<file path="src/common/rsp_cfg.svh">
/*
 * Constants of the reader serial host port: register offsets, field
 * positions, command codes, reset values and FIFO levels.
 * Assumes it is included by bare name from the package and the modules.
 */
`ifndef RSP_CFG_SVH
`define RSP_CFG_SVH

// ****************************************************************
// Word format and address word fields
// ****************************************************************
`define RSP_WORD_BITS 8
`define RSP_CW_CMD 7
`define RSP_CW_READ 6
`define RSP_CW_CONT 5

// ****************************************************************
// Register offsets and command codes
// ****************************************************************
`define RSP_NUM_GEN 12
`define RSP_ADDR_IRQ 5'h0C
`define RSP_ADDR_MASK 5'h0D
`define RSP_ADDR_RSSI 5'h0F
`define RSP_ADDR_FIFO_STAT 5'h1C
`define RSP_ADDR_FIFO 5'h1F
`define RSP_CMD_FIFO_RESET 5'h0F
`define RSP_READ_IRQ_CONT 8'h6C

// ****************************************************************
// Interrupt status bits and reset values
// ****************************************************************
`define RSP_IRQ_TX 7
`define RSP_IRQ_RX 6
`define RSP_IRQ_FIFO 5
`define RSP_IRQ_ERR 4
`define RSP_STAT_TX_DONE 8'h80
`define RSP_IRQ_RESET 8'h00
`define RSP_MASK_RESET 8'h00

// ****************************************************************
// Strap decode and FIFO levels
// ****************************************************************
`define RSP_STRAP_SS 3'h1
`define RSP_FIFO_DEPTH 12
`define RSP_FIFO_LAST 4'hB
`define RSP_FIFO_HIGH 4'h9
`define RSP_FIFO_LOW 4'h3
`define RSP_FST_HIGH 6
`define RSP_FST_LOW 5
`define RSP_FST_OVF 4

`endif

</file>
<file path="src/common/rsp_pkg.sv">
/*
 * Types of the reader serial host port: transfer states and the packed
 * state record of the port.
 * Assumes rsp_cfg.svh is on the include path.
 */
`include "rsp_cfg.svh"

package rsp_pkg;

   // ****************************************************************
   // Transfer states
   // ****************************************************************
   typedef enum logic [1:0] {
      RSP_IDLE = 2'b00,
      RSP_CMD = 2'b01,
      RSP_WDATA = 2'b10,
      RSP_RDATA = 2'b11
   } rsp_state_t;

   // ****************************************************************
   // State of the port except the FIFO memory in rsp_fifo_mem
   // ****************************************************************
   typedef struct packed {
      logic [2:0] sclk_sync;
      logic [2:0] mosi_sync;
      logic [2:0] ss_sync;
      logic [2:0] strap_s1;
      logic [2:0] strap_s2;
      logic [1:0] settle;
      logic strap_done;
      logic mode_ok;
      logic ss_mode;
      rsp_state_t state;
      logic [2:0] bitcnt;
      logic [7:0] rx_sr;
      logic [7:0] tx_sr;
      logic miso;
      logic [4:0] addr;
      logic cont;
      logic need_load;
      logic irq_rd;
      logic [7:0] irq;
      logic [`RSP_NUM_GEN-1:0][7:0] gen;
      logic [7:0] mask;
      logic [7:0] rssi;
      logic [3:0] wr_ptr;
      logic [3:0] rd_ptr;
      logic [3:0] count;
      logic ovf;
   } rsp_regs_t;

endpackage

</file>
<file path="src/hw/rsp_fifo_mem.sv">
/*
 * Small byte memory behind the receive FIFO: one write port, one read
 * address, read data from a register one clock after the address.
 * Assumes the caller keeps the pointers inside the depth.
 */
`timescale 1ns/1ns
`include "rsp_cfg.svh"

module rsp_fifo_mem
   import rsp_pkg::*;
#(
   parameter int WIDTH = 8,
   parameter int DEPTH = `RSP_FIFO_DEPTH
) (
   // Clock
   input wire logic i_clock,
   // Write port
   input wire logic i_wr_en,
   input wire logic [3:0] i_wr_addr,
   input wire logic [WIDTH-1:0] i_wr_data,
   // Read port
   input wire logic [3:0] i_rd_addr,
   output logic [WIDTH-1:0] o_rd_data
);

   logic [WIDTH-1:0] mem_reg [DEPTH];

   // Storage and registered read
   always_ff @(posedge i_clock) begin
      if (i_wr_en) begin
         mem_reg[i_wr_addr] <= i_wr_data;
      end
      o_rd_data <= mem_reg[i_rd_addr];
   end

endmodule

</file>
<file path="src/hw/rsp_serial_port.sv">
/*
 * Serial host port of a reader front end: strap selected serial mode
 * with or without slave select, register access, interrupt status with
 * dummy read clear, receive FIFO, RSSI capture.
 * Assumes the air side gives one-cycle event pulses on i_clock and that
 * the host serial clock is much slower than i_clock.
 */
`timescale 1ns/1ns
`include "rsp_cfg.svh"

module rsp_serial_port
   import rsp_pkg::*;
(
   // Clock and reset
   input wire logic i_clock,
   input wire logic i_reset_n,
   // Interface select straps
   input wire logic [2:0] i_strap,
   // Serial pins
   input wire logic i_sclk,
   input wire logic i_mosi,
   input wire logic i_ss_n,
   output logic o_miso,
   output logic o_miso_oe_n,
   // Air side events
   input wire logic i_tx_done,
   input wire logic i_rx_valid,
   input wire logic [7:0] i_rx_data,
   input wire logic i_rx_end,
   input wire logic i_rx_error,
   input wire logic [7:0] i_rssi,
   // Interrupt to host
   output logic o_irq
);

   rsp_regs_t r_reg;
   rsp_regs_t r_next;
   logic [7:0] fifo_rdata;
   logic fifo_push;
   logic fifo_pop;
   logic fifo_clr;

   // ****************************************************************
   // Receive FIFO storage
   // ****************************************************************
   rsp_fifo_mem #(
      .WIDTH(8),
      .DEPTH(`RSP_FIFO_DEPTH)
   ) u_mem (
      .i_clock(i_clock),
      .i_wr_en(fifo_push),
      .i_wr_addr(r_reg.wr_ptr),
      .i_wr_data(i_rx_data),
      .i_rd_addr(r_reg.rd_ptr),
      .o_rd_data(fifo_rdata)
   );

   // Pointer step with wrap at the FIFO depth
   function automatic logic [3:0] ptr_inc(input logic [3:0] p);
      ptr_inc = (p == `RSP_FIFO_LAST) ? 4'h0 : p + 4'h1;
   endfunction

   // ****************************************************************
   // Next state
   // ****************************************************************
   always_comb begin
      logic sclk_rise;
      logic sclk_fall;
      logic sclk_hi;
      logic mosi_rise;
      logic mosi_fall;
      logic ss_hi;
      logic start_c;
      logic stop_c;
      logic [7:0] word;
      logic [7:0] rd_val;
      logic [7:0] fstat;
      logic [7:0] irq_set;
      logic [3:0] cnt_next;
      r_next = r_reg;
      fifo_push = 1'b0;
      fifo_pop = 1'b0;
      fifo_clr = 1'b0;
      irq_set = 8'h00;
      // Pin synchronisers, stage 0 read by stage 1 only
      r_next.sclk_sync = {r_reg.sclk_sync[1:0], i_sclk};
      r_next.mosi_sync = {r_reg.mosi_sync[1:0], i_mosi};
      r_next.ss_sync = {r_reg.ss_sync[1:0], i_ss_n};
      r_next.strap_s1 = i_strap;
      r_next.strap_s2 = r_reg.strap_s1;
      sclk_hi = r_reg.sclk_sync[1];
      sclk_rise = r_reg.sclk_sync[1] & ~r_reg.sclk_sync[2];
      sclk_fall = ~r_reg.sclk_sync[1] & r_reg.sclk_sync[2];
      mosi_rise = r_reg.mosi_sync[1] & ~r_reg.mosi_sync[2];
      mosi_fall = ~r_reg.mosi_sync[1] & r_reg.mosi_sync[2];
      ss_hi = r_reg.ss_sync[1];
      // Straps caught once after synchroniser settles
      if (r_reg.settle != 2'h3) begin
         r_next.settle = r_reg.settle + 2'h1;
      end else if (!r_reg.strap_done) begin
         r_next.strap_done = 1'b1;
         r_next.mode_ok = (r_reg.strap_s2 != 3'h0) && (r_reg.strap_s2 != 3'h7);
         r_next.ss_mode = (r_reg.strap_s2 == `RSP_STRAP_SS);
      end
      // Register read view
      fstat = 8'h00;
      fstat[3:0] = r_reg.count;
      fstat[`RSP_FST_HIGH] = (r_reg.count >= `RSP_FIFO_HIGH);
      fstat[`RSP_FST_LOW] = (r_reg.count < `RSP_FIFO_LOW);
      fstat[`RSP_FST_OVF] = r_reg.ovf;
      rd_val = 8'h00;
      if (r_reg.addr < 5'(`RSP_NUM_GEN)) begin
         rd_val = r_reg.gen[r_reg.addr[3:0]];
      end else begin
         unique case (r_reg.addr)
            `RSP_ADDR_IRQ: rd_val = r_reg.irq;
            `RSP_ADDR_MASK: rd_val = r_reg.mask;
            `RSP_ADDR_RSSI: rd_val = r_reg.rssi;
            `RSP_ADDR_FIFO_STAT: rd_val = fstat;
            `RSP_ADDR_FIFO: rd_val = fifo_rdata;
            default: rd_val = 8'h00;
         endcase
      end
      // Start and stop delimiters of the mode without select
      start_c = r_reg.mode_ok && !r_reg.ss_mode && mosi_rise && sclk_hi;
      stop_c = r_reg.mode_ok && !r_reg.ss_mode && mosi_fall && sclk_hi;
      word = {r_reg.rx_sr[6:0], r_reg.mosi_sync[1]};
      // Transfer engine
      if (!r_reg.mode_ok || (r_reg.ss_mode && ss_hi) || stop_c) begin
         r_next.state = RSP_IDLE;
         r_next.miso = 1'b0;
         r_next.need_load = 1'b0;
      end else if (start_c || (r_reg.ss_mode && r_reg.state == RSP_IDLE)) begin
         r_next.state = RSP_CMD;
         r_next.bitcnt = 3'h0;
         r_next.need_load = 1'b0;
      end else begin
         unique case (r_reg.state)
            RSP_IDLE: begin
               r_next.bitcnt = 3'h0;
            end
            RSP_CMD: begin
               if (sclk_rise) begin
                  r_next.rx_sr = word;
                  r_next.bitcnt = r_reg.bitcnt + 3'h1;
                  if (r_reg.bitcnt == 3'h7) begin
                     r_next.addr = word[4:0];
                     r_next.cont = word[`RSP_CW_CONT];
                     if (word[`RSP_CW_CMD]) begin
                        fifo_clr = (word[4:0] == `RSP_CMD_FIFO_RESET);
                     end else if (word[`RSP_CW_READ]) begin
                        r_next.state = RSP_RDATA;
                        r_next.need_load = 1'b1;
                     end else begin
                        r_next.state = RSP_WDATA;
                     end
                  end
               end
            end
            RSP_WDATA: begin
               if (sclk_rise) begin
                  r_next.rx_sr = word;
                  r_next.bitcnt = r_reg.bitcnt + 3'h1;
                  if (r_reg.bitcnt == 3'h7) begin
                     if (r_reg.addr < 5'(`RSP_NUM_GEN)) begin
                        r_next.gen[r_reg.addr[3:0]] = word;
                     end else if (r_reg.addr == `RSP_ADDR_MASK) begin
                        r_next.mask = word;
                     end
                     if (r_reg.cont) begin
                        r_next.addr = r_reg.addr + 5'h1;
                     end
                  end
               end
            end
            RSP_RDATA: begin
               if (r_reg.need_load) begin
                  // Byte loaded before its first falling edge
                  r_next.tx_sr = rd_val;
                  r_next.need_load = 1'b0;
                  r_next.bitcnt = 3'h0;
               end else if (sclk_fall) begin
                  r_next.miso = r_reg.tx_sr[7];
                  r_next.tx_sr = {r_reg.tx_sr[6:0], 1'b0};
                  r_next.bitcnt = r_reg.bitcnt + 3'h1;
                  if (r_reg.bitcnt == 3'h7) begin
                     r_next.irq_rd = (r_reg.addr == `RSP_ADDR_IRQ);
                     fifo_pop = (r_reg.addr == `RSP_ADDR_FIFO) && (r_reg.count != 4'h0);
                     if (r_reg.cont) begin
                        r_next.addr = r_reg.addr + 5'h1;
                     end
                  end
               end else if (sclk_rise && r_reg.bitcnt == 3'h0) begin
                  // Rising edge after a full byte fetches the next one
                  r_next.need_load = 1'b1;
               end
            end
            default: r_next.state = RSP_IDLE;
         endcase
      end
      // Air side events set status, masked events are not recorded
      // Push decided first, a byte arriving with the end counts as data
      fifo_push = i_rx_valid && (r_reg.count != 4'(`RSP_FIFO_DEPTH));
      irq_set[`RSP_IRQ_TX] = i_tx_done;
      irq_set[`RSP_IRQ_RX] = i_rx_end && !i_rx_error && (r_reg.count != 4'h0
         || fifo_push);
      irq_set[`RSP_IRQ_ERR] = i_rx_end && i_rx_error;
      irq_set[`RSP_IRQ_FIFO] = fifo_push && (r_reg.count == `RSP_FIFO_HIGH - 4'h1);
      irq_set = irq_set & ~r_reg.mask;
      // First clock of the byte after the status byte clears it, a new event wins.
      // The rising edge that samples the last status bit does not count, so a
      // frame without the dummy byte leaves the status set with select; without select the stop condition's clock rise clears it.
      if (r_reg.irq_rd && sclk_rise && r_reg.state == RSP_RDATA && r_reg.bitcnt == 3'h1) begin
         r_next.irq = irq_set;
         r_next.irq_rd = 1'b0;
      end else begin
         r_next.irq = r_reg.irq | irq_set;
      end
      if (r_next.state == RSP_IDLE) begin
         r_next.irq_rd = 1'b0;
      end
      if (i_rx_end) begin
         r_next.rssi = i_rssi;
      end
      // FIFO pointers and byte count
      if (i_rx_valid && !fifo_push) begin
         r_next.ovf = 1'b1;
      end
      cnt_next = r_reg.count;
      if (fifo_push) begin
         r_next.wr_ptr = ptr_inc(r_reg.wr_ptr);
         cnt_next = cnt_next + 4'h1;
      end
      if (fifo_pop) begin
         r_next.rd_ptr = ptr_inc(r_reg.rd_ptr);
         cnt_next = cnt_next - 4'h1;
      end
      r_next.count = cnt_next;
      if (fifo_clr) begin
         r_next.wr_ptr = 4'h0;
         r_next.rd_ptr = 4'h0;
         r_next.count = 4'h0;
         r_next.ovf = i_rx_valid && !fifo_push; // Overflow in the same cycle survives
      end
   end

   // ****************************************************************
   // State register
   // ****************************************************************
   always_ff @(posedge i_clock) begin
      if (!i_reset_n) begin
         r_reg <= '0;
         r_reg.irq <= `RSP_IRQ_RESET;
         r_reg.mask <= `RSP_MASK_RESET;
      end else begin
         r_reg <= r_next;
      end
   end

   // Outputs
   assign o_miso = r_reg.miso;
   assign o_miso_oe_n = (r_reg.state != RSP_RDATA);
   assign o_irq = |r_reg.irq;

   logic ss_rise_h;
   logic sclk_rise_h;
   assign ss_rise_h = r_reg.ss_sync[1] & ~r_reg.ss_sync[2];
   assign sclk_rise_h = r_reg.sclk_sync[1] & ~r_reg.sclk_sync[2];
endmodule

</file>
<file path="config.mk">
export PLATFORM = sky130hd
export DESIGN_NAME = rsp_serial_port
export DESIGN_NICKNAME = d
export VERILOG_FILES = /design/src/common/rsp_pkg.sv /design/src/hw/rsp_fifo_mem.sv /design/src/hw/rsp_serial_port.sv
export VERILOG_INCLUDE_DIRS = /design/src /design/src/common
export SDC_FILE = /design/constraint.sdc
export NUM_CORES = 1
export LEC_CHECK = 0
export ABC_AREA = 1
export BUFFER_PORTS_ARGS = -buffer_cell sky130_fd_sc_hd__buf_4
export CAP_MARGIN = 20
export CORE_ASPECT_RATIO = 1.5
export CORE_UTILIZATION = 40
export CTS_BUF_LIST = sky130_fd_sc_hd__clkbuf_8
export CTS_CLUSTER_SIZE = 10
export DETAILED_ROUTE_END_ITERATION = 7
export PLACE_DENSITY = 0.58
export RECOVER_POWER = 100
export SLEW_MARGIN = 20
export SYNTH_ARGS = -nofsm -noshare
export SYNTH_HDL_FRONTEND = slang
export SYNTH_SLANG_ARGS = --single-unit
</file>
<file path="constraint.sdc">
create_clock -name i_clock -period 5.35 [get_ports i_clock]
set_clock_uncertainty 0.15 [all_clocks]
set_input_delay 0.2675 -clock i_clock [delete_from_list [all_inputs] [get_ports i_clock]]
set_output_delay 0.2675 -clock i_clock [all_outputs]
set_load 0.005 [all_outputs]
</file>
# After elaboration in Yosys (flattened, before gate mapping)
# Memory sizes are Yosys's and may differ from the RTL's. A register that Yosys moved wholly into a read port is not among the register bits.
# Cells that the tools add are included.
[word_totals]
memories = 1
out_inout_bits = 3
ram_bits = 96
in_bits = 28
reg_bits = 181
[memory_table]
columns = ["memory", "words", "word_bits", "rd", "rd_ports_with_merged_regs", "wr", "line_no", "text"]
rows = [
  ["u_mem.mem_reg", 12, 8, 1, 1, 1, "rsp_fifo_mem.sv:26", "logic [WIDTH-1:0] mem_reg [DEPTH];"],
]
[classes]
mux = 55
add_sub_neg = 7
magnitude_cmp = 5
n_bitwise = 18
n_eq_ne = 29
reduce_logical = 54
[op_table]
columns = ["cell", "n"]
rows = [
  ["bitwise mux 96 bit", 1],
  ["2-to-1 mux 8 bit", 5],
  ["case mux 8 bit (5 select lines)", 1],
  ["binary-select mux 8 bit (select 4 bit)", 1],
  ["demux 8 bit (select 4 bit)", 1],
  ["2-to-1 mux 5 bit", 5],
  ["2-to-1 mux 1 bit", 22],
  ["equality test 5 x 4 -> 1 bit, second input constant", 4],
  ["logical AND 1 bit", 20],
  ["!= test 2 bit, second input constant", 9],
  ["2-to-1 mux 4 bit", 4],
  ["case mux 5 bit (3 select lines)", 1],
  ["AND reduction 5 bit", 3],
  ["2-to-1 mux 14 bit", 1],
  ["2-to-1 mux 7 bit", 2],
  ["case mux 7 bit (2 select lines)", 1],
  ["2-to-1 mux 13 bit", 1],
  ["adder 4 x 1 -> 4 bit, second input constant", 3],
  ["equality test 4 bit, second input constant", 3],
  ["case mux 3 bit (4 select lines)", 1],
  ["AND reduction 4 bit", 3],
  ["AND reduction 6 bit", 2],
  ["2-to-1 mux 11 bit", 1],
  ["inverter 1 bit", 11],
  ["36 further kinds", 62],
]

# Longest topological paths before layout
# Gate-level depths: netlist of the first run.
[logic_depth]
ltp_word = 9
mapped_depth = 15
mapped_depth_nobuf = 14

# Cells and area by module
# A second synthesis of the first run with hierarchy kept.
[hier_totals]
hier_cells = 1779
area_unflattened_um2 = 13432.9
[modules_own_cells]
columns = ["mod", "cells_each", "instances", "area_per_inst_um2", "seq_area_each_um2"]
rows = [
  ["rsp_serial_port", 1390, 1, 9135.0, 3543.4],
  ["rsp_fifo_mem", 389, 1, 4297.9, 3042.9],
]

# Worst setup path before layout of the first run
# Ideal clock, no wire load.
[synth_path]
path_kind = "register to register"
from = "register r_reg[1] (netlist bit)"
to = "memory u_mem.mem_reg[0][0] (enable)"
path_stages_with_launch = 7
setup_time_ns = 0.383
path_buffers = 1
period_less_slack_ns = 2.340
arrival_time_ns = 1.806
slack_ns = 3.010
path_cell_list = "dfxtp_1 > inv_1 > ha_1 > nand3_1 > nand2_1 > clkbuf_1 > nor3_1"
[synth_between]
elab_chain_len = 4
[synth_lines]
columns = ["element", "line_no", "text"]
rows = [
  ["start, declared", "rsp_serial_port.sv:36", "rsp_regs_t r_reg;"],
  ["start signal, assigned", "rsp_serial_port.sv:256", "r_reg <= r_next;"],
  ["!= test 4 bit", "rsp_serial_port.sv:203", "fifo_push = i_rx_valid && (r_reg.count != 4'(`RSP_FIFO_DEPTH));"],
  ["logical AND 1 bit", "rsp_serial_port.sv:203", ""],
  ["2-to-1 mux 1 bit", "rsp_fifo_mem.sv:30", "if (i_wr_en) begin"],
  ["2-to-1 mux 1 bit (implied by the code)", "rsp_fifo_mem.sv:31", "mem_reg[i_wr_addr] <= i_wr_data;"],
  ["end, declared", "rsp_fifo_mem.sv:26", ""],
]
# No other way between the ends.

# Final worst setup path of the first run
[layout_path]
from = "input port i_reset_n"
to = "register r_reg[5] (netlist bit)"
[layout_between]
elab_chain_len = 2
[layout_lines]
columns = ["element", "line_no", "text"]
rows = [
  ["start, declared", "rsp_serial_port.sv:16", "input wire logic i_reset_n,"],
  ["inverter 1 bit (no line)", "--", ""],
  ["OR reduction 2 bit (no line)", "--", ""],
]
# No other way between the ends.
# A chain may end at the register's enable or synchronous reset.

==> reports/results.ini, run 1 <==
[pwr]
irDropWorstVdd_mv=0.2059
p_total_mw=4.265
power_density_nw_per_um2=291.7
p_leak_nw=5.480

[routing]
ant_nets=0
vias_per_cell=5.127
drc=0
vias=11030
firstDrtPassIters=5
postRouteWirelength_um=36140
drtIter0Drc=776
routedWlPerCell_um=16.80

[critical_path]
crit_required_ns=5.71
cp-start-kind=primary input
crit_type=primary input to flip-flop
crit_path_end_kind=flip-flop
cp.arrival_ns=4.35
cp_max_fo=64

[cts]
cts_inserted_buffers=46
clockRootBuffer=clkbuf_8
insertion_delay_ns=0.59
path_clk_slew_ns=0.06
cts_tree=built
cts_sinks=281
cts_buffer_depth=3
h-tree-depth=2

[global_route]
grt_max_degree=109
grt_pass1_wl_um=58120
grt_pass1_vias=10950
antenna_found_initial=0
grt_use_total=0.2259
grt_overflow_total=0

[layout]
antenna_cells=0
fin_util=0.4608
mostFrequentLayoutCells=nand2_1 (401), inv_1 (203), nand3_1 (196)
largest_register_ff_count=167
area_growth_pct=13.31
fin_nets=1763
drive_above_1_share=0.06659
final_common_cell=nand2_1

[job]
cap_violations=3

[die]
pin_count=31
initial_utilization=0.4067
die_height_um=222.0
dieArea_um2=33000
coreArea_um2=31730
die_w_um=148.7
rows=80

[synth]
yosys_register_bits=281
syn_nets=1708
yosys-top-cells-area=dfxtp_1 (29%), edfxtp_1 (22%), nand2_1 (12%)
syn_area_um2=12900
ys_types=33
yosys_warnings=0
synthCells=1655
synth_top_area_share=0.2870
avgSynthCellArea_um2=7.797
synth_largest_area_cell=dfxtp_1
synth-seq-area-share=0.5104

[timing]
grt_setup_unrepaired=false
tightest_slew_ns=1.756
hold_viol=0
layout_min_cycle_time_ns=3.994
final.setup.tns_ns=0
hold_ws_ns=0.05968
slew_headroom=-0.1707
fmax_mhz=250.4
maxSlewViolCount=59
period_share=0.7465
finalSetupViolations=0

[place]
dp_hpwl_um=24080
place_congestion=0.9268
io_buffer_count=30

[worst_hold_path]
hp-class=primary input to flip-flop

[run_status]
status=finished, violations left
violations=capacitance limit, slew limit

## kinds of logic after synthesis
| group | Yosys count | synth area share |
|---|---|---|
| AND/OR/NAND/NOR | 770 | 0.2533 |
| XOR/XNOR | 8 | 0.005430 |
| adder cells (fa/ha/maj) | 25 | 0.02424 |
| AO/OA/AOI/OAI | 294 | 0.1220 |
| buffers and inverters | 277 | 0.08465 |
| flip-flops | 281 | 0.5104 |
## critical path, stage by stage
cell           delay (ns)
dlygate4sd3_1        0.52
clkbuf_1             1.27
clkinv_2             0.11
clkbuf_2             0.80
a21oi_1              0.85
inv_1                0.32
a21oi_1              0.20
## routing by layer
layer / vias to the layer above / GRT usage / wire, um
met5: - / 0 / 0
met1: 5122 / 0.2513 / 14460
met2: 266 / 0.4103 / 18750
met3: 102 / 0.03333 / 1315
li1: 5543 / - / -
met4: 0 / 0.1154 / 1622
## report_power, final
group	internal [mW]	switching [mW]
Sequential	2.24	0.0234
Combinational	0.0670	0.110
Clock	0.936	0.884
Total	3.25	1.02
## final cells by class
cell class,count,area [um^2]
Fill cell,3170,17110
Multi-Input combinational cell,1097,5189
Sequential cell,281,6588
Tap cell,410,513.0
Clock buffer,55,757.0
Inverter,192,721.9
Clock inverter,25,121.4
Timing Repair Buffer,92,732.0
## Yosys cell counts (all sizes together)
| cell | n |
|---|---|
| a21oi | 150 |
| xor2 | 7 |
| xnor2 | 1 |
| edfxtp | 96 |
| o31ai | 6 |
| nand3 | 196 |
| nand2 | 402 |
| dfxtp | 185 |
| nand4 | 8 |
| clkbuf | 55 |
| or2 | 1 |
| nor3 | 13 |
| nor2 | 148 |
| o22ai | 27 |
| ha | 25 |
| inv | 190 |
| o21ai | 91 |
| o211ai | 5 |
| clkinv | 2 |
| buf | 30 |
| nand3b | 2 |
| o221ai | 3 |
| a22oi | 1 |
| a211oi | 11 |
## stage by stage
step	setup WS (ns)	cells	instance area, um^2
finish	1.356	2152	14620
global route	1.049	2152	14620
CTS	2.353	2152	14740
detailed placement	2.359	2031	13450
global placement	2.343	2031	13450
floorplan	3.010	1655	12900
## final timing paths
path	startpoint	endpoint	slack, ns	cells after the start
max	i_reset_n	r_reg[5]$_SDFFE_PP0P_	1.36	7
min	i_rx_end	r_reg[17]$_SDFFE_PN0P_	0.06	3
max reg2reg	r_next[179]$_SDFF_PN0_	r_reg[34]$_SDFFE_PN0P_	1.91	10
min reg2reg	r_next[181]$_SDFF_PN0_	r_next[182]$_SDFF_PN0_	0.25	2
## timing repair
action	CTS	global route
hold buffers	41	0
resized for setup	0	0
hold endpoints to repair	132	0
buffers inserted	0	0
Note: power is estimated with default switching activity, not from simulation.
==> run 2, diff against run 1 <==
Settings changed: PLACE_DENSITY 0.58 to 0.6.
Clock period 5.35 ns to 3.3 ns, I/O delays scaled along.
==> run 2 against run 1 <==
Net effect:
- the run now ends clean
- routed wire length about the same
- final area up 1.0%
- clock power up 54%
- utilization up 0.48 points
- via count up 0.98%
- first-iteration DRC count down 22%
- die area unchanged
- global-route usage about the same
- hold slack better by 0.066 ns
- critical endpoint is now r_reg[25]$_SDFFE_PN0P_
==> reports/results.ini, run 2 (synthesized netlist as in run 1, its figures left out) <==
[run_status]
status=completed

[critical_path]
crit_type=flip-flop to flip-flop
critPathTopFamily=simple AND/OR/NAND/NOR gates
cp.arrival_ns=3.11
cp_max_fo=20
crit_required_ns=3.63
cp-start-kind=flip-flop
max_stage_delay_ns=0.73
crit_path_end_kind=flip-flop
cp_cell_sequence=ha_1 > nand2_1 > nor2_1 > nand3_1 > a211oi_1
slowest_stage=dfxtp_1
cp_num_buf_inv=0

[global_route]
grt_overflow_total=0
antenna_found_initial=0
grt_pass1_vias=11230
grt_pass1_wl_um=57950
grt_max_degree=69
grt_use_total=0.2255

[place]
dp_cells=2047
place_congestion=0.8934
pre_cts_ws_ns=0.6450
io_buffer_count=30
dp_hpwl_um=24310

[die]
rows=80
die_w_um=148.7
pin_count=31
dieArea_um2=33000
die_height_um=222.0
initial_utilization=0.4067
coreArea_um2=31730

[routing]
vias_per_cell=5.129
ant_nets=0
vias=11140
firstDrtPassIters=5
routedWlPerCell_um=16.66
drc=0
postRouteWirelength_um=36180
drtIter0Drc=605

[cts]
cts_resized=0
clockRootBuffer=clkbuf_8
cts_tree=built
cts_inserted_buffers=45
cts_buffer_depth=3
path_clk_slew_ns=0.06
insertion_delay_ns=0.60
h-tree-depth=2
cts_sinks=281

[job]
cap_violations=0

[layout]
register_area_um2=6586
fin_nets=1786
antenna_cells=0
fillers=3163
area_growth_pct=14.49
largest_register_ff_count=167
multi_input_area_um2=5215
drive_above_1_share=0.07037
mostFrequentLayoutCells=nand2_1 (401), inv_1 (204), nand3_1 (195)
final_common_cell=nand2_1
stdcell_count=2172

[pwr]
irDropWorstVdd_mv=0.3883
power_density_nw_per_um2=458.5
combPwrFrac=0.045
p_sw_mw=1.623
power_frac_clock=0.413
p_seq_frac=0.542
p_leak_nw=5.564
swShare=0.2396
p_int_mw=5.151

[timing]
grt_setup_unrepaired=false
tightest_slew_ns=1.140
hold_viol=0
layout_min_cycle_time_ns=2.785
slew_headroom=0.2402
period_share=0.8438
hold_ws_ns=0.1255
final.setup.tns_ns=0
fmax_mhz=359.1
maxSlewViolCount=0
setup_slack_ns=0.5155
finalSetupViolations=0

[worst_hold_path]
hp-class=primary input to flip-flop

run 2: worst min-delay path, delay by kind of cell:
kind / cells / cell delay, ns
buffers and inverters: 2 / 0.43
AOI/OAI and AO/OA: 2 / 0.12
and+or+nand+nor: 1 / 0.08
run 2: routing by layer:
metal | up-vias | global-route usage | routed length, um
li1 | 5590 | - | -
met1 | 5196 | 0.2420 | 13880
met2 | 240 | 0.4172 | 19170
met3 | 115 | 0.03148 | 1278
met4 | 0 | 0.1240 | 1858
met5 | - | 0 | 0
run 2: power by group through the flow:
stage | registers (mW) | clock network, mW | logic (mW)
floorplan | 3.73 | 0 | 0.163
global placement | 3.74 | 0 | 0.259
detailed placement | 3.75 | 0 | 0.265
CTS | 3.67 | 2.87 | 0.315
global route | 3.67 | 3.03 | 0.342
finish | 3.67 | 2.80 | 0.306
run 2: area by class of cell:
| cell class | instances | share of cell area |
|---|---|---|
| multi-input combinational | 1097 | 0.3530 |
| sequential | 281 | 0.4458 |
| tap | 410 | 0.03473 |
| inverter | 192 | 0.04887 |
| clock inverter | 26 | 0.008470 |
| clock buffer | 50 | 0.04658 |
| timing repair buffer | 116 | 0.06251 |
run 2: worst paths after layout:
kind,start,end,slack (ns),cells after the start
setup / recovery,r_reg[136]$_SDFFE_PN0P_,r_reg[25]$_SDFFE_PN0P_,0.52,5
hold / removal,i_rx_end,r_reg[131]$_SDFF_PN0_,0.13,5
setup reg to reg,r_reg[136]$_SDFFE_PN0P_,r_reg[25]$_SDFFE_PN0P_,0.52,5
hold reg to reg,r_next[170]$_SDFF_PN0_,r_reg[170]$_SDFF_PN0_,0.26,2
run 2: per-stage QoR:
stage | power [mW] | cell area, um^2 | util
after CTS | 6.855 | 14880 | 0.4689
after global routing | 7.045 | 14770 | 0.4656
after detailed placement | 4.010 | 13580 | 0.4278
after global placement | 4.003 | 13580 | 0.4278
after floorplan | 3.898 | 12900 | -
final | 6.774 | 14770 | 0.4656
run 2: repair_timing:
action / in CTS / in global routing
hold buffers: 49 / 0
buffers inserted: 0 / 0
endpoints found under the hold margin: 139 / 0
